<file path="config.mk">
export PLATFORM = sky130hd
export DESIGN_NAME = asp_serial_port
export DESIGN_NICKNAME = d
export VERILOG_FILES = /design/src/hw/asp_baud_timer.v /design/src/hw/asp_serial_port.v
export VERILOG_INCLUDE_DIRS = /design/src /design/src/hw
export SDC_FILE = /design/constraint.sdc
export NUM_CORES = 1
export LEC_CHECK = 0
export ABC_AREA = 1
export BUFFER_PORTS_ARGS = -buffer_cell sky130_fd_sc_hd__buf_4
export CAP_MARGIN = 5
export CORE_UTILIZATION = 40
export DETAILED_ROUTE_END_ITERATION = 6
export HOLD_SLACK_MARGIN = 0.05
export SLEW_MARGIN = 15
export SYNTH_ARGS = -nofsm -noshare
export SYNTH_HDL_FRONTEND = slang
export SYNTH_SLANG_ARGS = --single-unit
</file>
<file path="constraint.sdc">
create_clock -name clk_sys -period 3.6 [get_ports clk_sys]
set_input_delay 0.36 -clock clk_sys [delete_from_list [all_inputs] [get_ports clk_sys]]
set_output_delay 0.36 -clock clk_sys [all_outputs]
set_load 0.05 [all_outputs]
</file>
<file path="src/hw/asp_defs.vh">
// Register offsets, control field positions and reset values of the serial port.
// Assumes inclusion by the port and its baud timer only.
`ifndef ASP_DEFS_VH
`define ASP_DEFS_VH
`define ASP_OFS_CTRL 12'h000
`define ASP_OFS_DATA 12'h004
`define ASP_OFS_BAUD 12'h008
`define ASP_BIT_MODE 7
`define ASP_BIT_RSVD 6
`define ASP_BIT_FILT 5
`define ASP_BIT_REN 4
`define ASP_BIT_TX9 3
`define ASP_BIT_RX9 2
`define ASP_BIT_TI 1
`define ASP_BIT_RI 0
`define ASP_BIT_RUN 8
`define ASP_RST_CTRL 8'h40
`define ASP_RST_RELOAD 8'h00
`define ASP_DATA_BITS 4'h8
`define ASP_TIMER_MAX 8'hFF
`endif

</file>
<file path="src/hw/asp_baud_timer.v">
// Eight-bit auto-reload timer that gives one overflow pulse per wrap.
// Assumes one clock; run and reload value come from the port's registers.
`timescale 1ns/1ps
`include "asp_defs.vh"
module asp_baud_timer #(
  parameter WIDTH = 8
) (
  input wire clk_sys,
  input wire reset,
  input wire run,
  input wire force_reload,
  input wire [WIDTH-1:0] reload_value,
  output reg overflow
);
  reg [WIDTH-1:0] count;
  // A forced reload restarts the period so a receiver can align to a start edge.
  always @(posedge clk_sys or posedge reset) begin
    if (reset) begin
      count <= {WIDTH{1'b0}};
      overflow <= 1'b0;
    end else if (force_reload) begin
      count <= reload_value;
      overflow <= 1'b0;
    end else if (run) begin
      if (count == {WIDTH{1'b1}}) begin
        count <= reload_value;
        overflow <= 1'b1;
      end else begin
        count <= count + {{(WIDTH-1){1'b0}}, 1'b1};
        overflow <= 1'b0;
      end
    end else begin
      overflow <= 1'b0;
    end
  end
endmodule

</file>
<file path="src/hw/asp_serial_port.v">
// Full-duplex asynchronous serial port with 8-bit and 9-bit frames and an APB slave.
// Assumes APB master on clk_sys and a serial line synchronous to clk_sys.
// Behaviour
// - One control bit selects 8-bit or 9-bit framing.
// - 8-bit frame is start, eight data bits, one stop: ten bit times.
// - Data bits travel least significant bit first both ways.
// - Writing the data buffer starts a transmit frame.
// - Transmit-done flag sets when the stop bit time begins.
// - Reception only happens while receive enable is one; the code checks it only at the start edge, so a started frame still completes.
// - 8-bit mode stores only if receive flag clear and, when filtering, stop is one.
// - Successful 8-bit store loads byte, stop bit into ninth flag, sets receive flag.
// - On overrun the held byte stays and the new frame is dropped.
// - Failed store leaves buffer, ninth flag and receive flag untouched.
// - Interrupt request whenever transmit-done or receive flag is set.
// - 9-bit frame is start, eight data, ninth bit, stop: eleven bit times.
// - 9-bit mode sends the software ninth transmit bit.
// - 9-bit mode puts received ninth bit into ninth flag, ignores stop.
// - 9-bit mode stores only if receive flag clear and, when filtering, ninth is one.
// - Data location writes go to transmit, reads return the receive buffer.
// - Flags are cleared only by software writes.
// - Bit rate is half the timer overflow; receive timer reloads on start.
// - Mode bit zero means 8-bit framing, one means 9-bit framing.
//
// Decided for this implementation: register access over APB and the register addresses.
`timescale 1ns/1ps
`include "asp_defs.vh"
module asp_serial_port #(
  parameter [7:0] RELOAD_DEFAULT = `ASP_RST_RELOAD
) (
  input wire clk_sys,
  input wire reset,
  input wire psel,
  input wire penable,
  input wire pwrite,
  input wire [11:0] paddr,
  input wire [31:0] pwdata,
  output reg [31:0] prdata,
  output reg pready,
  output reg pslverr,
  input wire rx_line,
  output reg tx_line,
  output reg serial_irq
);
  localparam TX_IDLE = 2'b00;
  localparam TX_START = 2'b01;
  localparam TX_SHIFT = 2'b10;
  localparam TX_STOP = 2'b11;
  localparam RX_IDLE = 2'b00;
  localparam RX_START = 2'b01;
  localparam RX_SHIFT = 2'b10;
  localparam RX_STOP = 2'b11;

  reg frame_length_select_bit;
  reg address_filter_enable;
  reg receive_enable;
  reg tx_ninth_bit;
  reg rx_ninth_bit;
  reg transmit_done_flag;
  reg receive_flag;
  reg [7:0] serial_data_buffer;
  reg [7:0] baud_reload_value;
  reg timer_run;

  reg [1:0] tx_state;
  reg [8:0] tx_shift;
  reg [3:0] tx_count;
  reg tx_half;
  reg [1:0] rx_state;
  reg [8:0] rx_shift;
  reg [3:0] rx_count;
  reg rx_half;
  reg rx_prev;

  wire tx_ovf;
  wire rx_ovf;
  wire access;
  wire wr_ctrl;
  wire wr_data;
  wire start_edge;
  wire tx_tick;
  wire rx_sample;
  wire [3:0] frame_bits;
  reg next_ti_set;
  reg next_ri_set;
  reg store_ok;
  reg stored_ninth;

  function mapped;
    input [11:0] addr;
    begin
      mapped = (addr == `ASP_OFS_CTRL) || (addr == `ASP_OFS_DATA) || (addr == `ASP_OFS_BAUD);
    end
  endfunction

  // One wait state lets prdata and pready both come straight from flops.
  assign access = psel && penable && pready;
  assign wr_ctrl = access && pwrite && (paddr == `ASP_OFS_CTRL);
  assign wr_data = access && pwrite && (paddr == `ASP_OFS_DATA);
  assign start_edge = receive_enable && (rx_state == RX_IDLE) && rx_prev && !rx_line;
  assign tx_tick = tx_ovf && tx_half;
  assign rx_sample = rx_ovf && rx_half;
  // Nine data bits in 9-bit mode, eight otherwise.
  assign frame_bits = frame_length_select_bit ? (`ASP_DATA_BITS + 4'h1) : `ASP_DATA_BITS;

  asp_baud_timer #(.WIDTH(8)) u_tx_timer (
    .clk_sys(clk_sys),
    .reset(reset),
    .run(timer_run),
    .force_reload(1'b0),
    .reload_value(baud_reload_value),
    .overflow(tx_ovf)
  );

  asp_baud_timer #(.WIDTH(8)) u_rx_timer (
    .clk_sys(clk_sys),
    .reset(reset),
    .run(timer_run),
    .force_reload(start_edge),
    .reload_value(baud_reload_value),
    .overflow(rx_ovf)
  );

  always @(posedge clk_sys or posedge reset) begin
    if (reset) begin
      pready <= 1'b0;
      prdata <= 32'h00000000;
      pslverr <= 1'b0;
    end else begin
      pready <= psel && penable && !pready;
      if (psel && penable && !pready) begin
        pslverr <= !mapped(paddr);
        prdata <= 32'h00000000;
        if (!pwrite) begin
          case (paddr)
            `ASP_OFS_CTRL: prdata <= {24'h000000, frame_length_select_bit, 1'b1, address_filter_enable,
              receive_enable, tx_ninth_bit, rx_ninth_bit, transmit_done_flag, receive_flag};
            `ASP_OFS_DATA: prdata <= {24'h000000, serial_data_buffer};
            `ASP_OFS_BAUD: prdata <= {23'h000000, timer_run, baud_reload_value};
            default: prdata <= 32'h00000000;
          endcase
        end
      end else begin
        pslverr <= 1'b0;
      end
    end
  end

  // Control fields; the status flags are handled with their hardware set below.
  always @(posedge clk_sys or posedge reset) begin
    if (reset) begin
      frame_length_select_bit <= 1'b0;
      address_filter_enable <= 1'b0;
      receive_enable <= 1'b0;
      tx_ninth_bit <= 1'b0;
      baud_reload_value <= RELOAD_DEFAULT;
      timer_run <= 1'b0;
    end else begin
      if (wr_ctrl) begin
        frame_length_select_bit <= pwdata[`ASP_BIT_MODE];
        address_filter_enable <= pwdata[`ASP_BIT_FILT];
        receive_enable <= pwdata[`ASP_BIT_REN];
        tx_ninth_bit <= pwdata[`ASP_BIT_TX9];
      end
      if (access && pwrite && (paddr == `ASP_OFS_BAUD)) begin
        baud_reload_value <= pwdata[7:0];
        timer_run <= pwdata[`ASP_BIT_RUN];
      end
    end
  end

  // Transmitter: the timer overflow divided by two paces the bits.
  always @(posedge clk_sys or posedge reset) begin
    if (reset) begin
      tx_state <= TX_IDLE;
      tx_shift <= 9'h000;
      tx_count <= 4'h0;
      tx_half <= 1'b0;
      tx_line <= 1'b1;
      next_ti_set <= 1'b0;
    end else begin
      next_ti_set <= 1'b0;
      if (tx_ovf) begin
        tx_half <= !tx_half;
      end
      case (tx_state)
        TX_IDLE: begin
          tx_line <= 1'b1;
          // A write while a frame is in flight is dropped; software waits for the done flag.
          if (wr_data) begin
            tx_shift <= {tx_ninth_bit, pwdata[7:0]};
            tx_state <= TX_START;
          end
        end
        TX_START: begin
          if (tx_tick) begin
            tx_line <= 1'b0;
            tx_count <= 4'h0;
            tx_state <= TX_SHIFT;
          end
        end
        TX_SHIFT: begin
          if (tx_tick) begin
            if (tx_count == frame_bits) begin
              tx_line <= 1'b1;
              next_ti_set <= 1'b1;
              tx_state <= TX_STOP;
            end else begin
              tx_line <= tx_shift[0];
              tx_shift <= {1'b0, tx_shift[8:1]};
              tx_count <= tx_count + 4'h1;
            end
          end
        end
        TX_STOP: begin
          if (tx_tick) begin
            tx_state <= TX_IDLE;
          end
        end
        default: tx_state <= TX_IDLE;
      endcase
    end
  end

  // Store decision taken as the stop bit is sampled.
  always @* begin
    stored_ninth = frame_length_select_bit ? rx_shift[8] : rx_line;
    store_ok = !receive_flag && (!address_filter_enable || stored_ninth);
  end

  // Receiver: the forced reload puts each overflow pair at mid-bit.
  always @(posedge clk_sys or posedge reset) begin
    if (reset) begin
      rx_state <= RX_IDLE;
      rx_shift <= 9'h000;
      rx_count <= 4'h0;
      rx_half <= 1'b0;
      rx_prev <= 1'b1;
      serial_data_buffer <= 8'h00;
      rx_ninth_bit <= 1'b0;
      next_ri_set <= 1'b0;
    end else begin
      rx_prev <= rx_line;
      next_ri_set <= 1'b0;
      if (rx_ovf) begin
        rx_half <= !rx_half;
      end
      case (rx_state)
        RX_IDLE: begin
          if (start_edge) begin
            rx_half <= 1'b1;
            rx_count <= 4'h0;
            rx_state <= RX_START;
          end
        end
        RX_START: begin
          if (rx_ovf) begin
            rx_half <= 1'b0;
            rx_state <= rx_line ? RX_IDLE : RX_SHIFT;
          end
        end
        RX_SHIFT: begin
          if (rx_sample) begin
            // Bits enter at the top so the first one ends up lowest.
            if (frame_length_select_bit) begin
              rx_shift <= {rx_line, rx_shift[8:1]};
            end else begin
              rx_shift <= {1'b0, rx_line, rx_shift[7:1]};
            end
            rx_count <= rx_count + 4'h1;
            if (rx_count == frame_bits - 4'h1) begin
              rx_state <= RX_STOP;
            end
          end
        end
        RX_STOP: begin
          if (rx_sample) begin
            rx_state <= RX_IDLE;
            if (store_ok) begin
              serial_data_buffer <= rx_shift[7:0];
              rx_ninth_bit <= stored_ninth;
              next_ri_set <= 1'b1;
            end
          end
        end
        default: rx_state <= RX_IDLE;
      endcase
    end
  end

  // Software writes the flag values; a hardware set in the same cycle wins.
  always @(posedge clk_sys or posedge reset) begin
    if (reset) begin
      transmit_done_flag <= 1'b0;
      receive_flag <= 1'b0;
      serial_irq <= 1'b0;
    end else begin
      if (next_ti_set) begin
        transmit_done_flag <= 1'b1;
      end else if (wr_ctrl) begin
        transmit_done_flag <= pwdata[`ASP_BIT_TI];
      end
      if (next_ri_set) begin
        receive_flag <= 1'b1;
      end else if (wr_ctrl) begin
        receive_flag <= pwdata[`ASP_BIT_RI];
      end
      serial_irq <= transmit_done_flag || receive_flag;
    end
  end
endmodule

</file>
==> qor.txt <==
Final Non-Filler Cells = 791
Initial antenna violation count = 0
Nature of the critical path startpoint = flip-flop
Largest net degree at the start of global routing = 36
Global Route Usage Sum = 0.1762
Average wire per standard cell = 12.76 um
Final ANT Viol Nets = 0
Fin nets = 704
Tcrit/Tclk final = 0.4933
Fin Setup TNS = 0 ns
Layout cells sized above 1 = 0.1466
CTS tree = yes
DR iter-0 viols = 217
Synthesized area = 0.004831 mm^2
Endpoints failing setup = 0
Critical Path End = rx_count[1]
Row count = 39
Relative slew slack = 0.6174
Min Tclk post-route = 1.776 ns
Core Area = 0.01161 mm^2
Outcome = finished with violations
RSZ-0062 raised after global routing = no
Worst Reg-to-Reg Cells = 7
Synthesized instance count = 604
FF-to-FF setup slack = 1.82 ns
Leading cell type in the layout, fill and taps excluded = nand2_1
Final GP Congestion = 0.7920
Commonest non-fill, non-tap cells in the layout = nand2_1, dfrtp_1, inv_1, nand3_1, buf_4
Final Hold Viols = 0
Failing checks = design-rule violations
Die Y = 111.9 um
TritonRoute pass-1 iters = 6
Fin Clk Skew = 0.004540 ns
First-pass GRT wire length = 17350 um
Clock H-tree levels = 3
Final WL = 10090 um
CTS Root Cell = clkbuf_16
Final WS setup = 1.824 ns
Routed vias = 3768
Leakage power = 2.797 nW
Synth unique cells = 41
Worst hold slack = 0.1390 ns
Setup crit end kind = flip-flop
Worst Hold Class = in -> reg
Critical-path maximum fanout = 18
DP Worst Slack = 1.676 ns
Worst slew pin tran = 0.5732 ns
Setup Crit Path Kind = reg -> reg
Largest cells by area after synthesis = dfrtp_1, nand2_1, nand3_1
Seq cells post-synth = 90
Buffers on Ports = 39
Worst endpoint data arrival time = 2.04 ns
PwrDens = 563.2 mW/mm^2
Ports = 86
FMAX = 0.5631 GHz
DR vias/cell = 4.764
Starting Density = 0.4160
Clk buf depth = 2
Setup bufs post-CTS = 0
Avg Synthesized Cell Area = 7.998 um^2
Max Transition Viols Final = 0
Number of global-route vias before repair = 3624
Worst skew pair latency = 0.34 ns
CTS Sinks = 90
Full die area = 0.01252 mm^2
Crit path launch = u_rx_timer.overflow
Peak supply drop = 0.4205 mV
R2r startpoint = u_rx_timer.overflow
Sequential fraction of the synthesis area = 0.4667
Placed Cells = 774
Max-cap violations = 0
Die X = 111.9 um
Clock transition at the registers of the reported paths = 0.06 ns
Synth-to-Final Area Change = 13.91%
Worst Path Required = 3.86 ns
Synth top area share = 0.4558
R2r endpoint = rx_count[1]
DP Wirelength = 7354 um
Total grt overflow = 0
Total CTS buffers = 9
Yosys top cell by area = dfrtp_1
Antenna fix cells = 0
# DRC = 7
Synth Warn # = 0
## repair_timing
item / in CTS / in global routing
hold buffers: 1 / 0
gates resized for setup: 0 / 0
endpoints found under the hold margin: 24 / 0
## registers in the layout, indices dropped and copies added (netlist names), 2 cells and up, named ones only
register	cells
tx_shift	9
tx_state	2
u_rx_timer.count	8
prdata	9
rx_count	4
serial_data_buffer	8
rx_shift	9
tx_count	4
baud_reload_value	8
u_tx_timer.count	8
## synth_stat cells (all sizes together)
cell type and count:
inv 68, nand2 193, clkbuf 5, o31ai 2, ha 11, conb 1, xor2 5, dfrtp 88
o21bai 1, o21ai 48, nor3 4, xnor2 3, or2 5, a31oi 2, nand4 15, nand3 59
dfstp 2, nor4 1, o211ai 4, buf 33, a21boi 1, o22ai 1, nor2 42, a21oi 10
## worst min path at each step
stage / start / end / cells past startpoint
after CTS: rx_line / rx_prev / 1
after global placement: reset / prdata[2] / 2
after floorplan: rx_line / rx_prev / 0
after detailed placement: reset / prdata[2] / 2
after global routing: rx_line / rx_prev / 1
final: rx_line / rx_prev / 1
## stage by stage
step                area [um^2]  utilization  power (W)
finish                     5503       0.4738   0.003099
global route               5503       0.4738   0.003310
CTS                        5503       0.4738   0.003134
detailed placement         5154       0.4438   0.002065
global placement           5154       0.4438   0.002041
floorplan                  4913            -   0.001931
## routing by layer
metal	global-route usage	share of wire	vias to the layer above
met2	0.2774	0.47	62
li1	-	-	1965
met5	0	0	-
met1	0.2411	0.48	1729
met4	0.06126	0.017	0
met3	0.03702	0.039	12
## report_power, final
group,internal (W),leakage (nW),switching (W)
clock,0.000663,0.165,0.000386
combinational,0.000262,1.45,0.000516
sequential,0.00115,1.18,0.000121
total,0.00208,2.80,0.00102
## critical path: stages, from the launching register on
cell	delay [ns]
dfrtp_1	0.41
ha_1	0.20
inv_1	0.09
nor2_2	0.48
inv_1	0.22
nand2_1	0.15
nand3_1	0.07
o21ai_0	0.08
## layout make-up
cell class / instances / area, um^2
repair buffers: 44 / 332.8
multi-input cells: 430 / 2141
well taps: 143 / 178.9
fillers: 1151 / 6111
clock inverters: 4 / 72.57
flip-flops and latches: 90 / 2255
clock buffers: 12 / 266.5
inverters: 68 / 256.5
## cell families after synthesis
group                      count (synthesis)  synth area share
AOI/OAI and AO/OA                         69           0.08418
xor gates and xnor gates                   8           0.01450
adders and majority gates                 11           0.02849
buffers and inverters                    106            0.1072
DFF                                       90            0.4667
other                                      1         0.0007763
and+or+nand+nor                          319            0.2981
No activity file was read; power rests on OpenSTA's default activity.
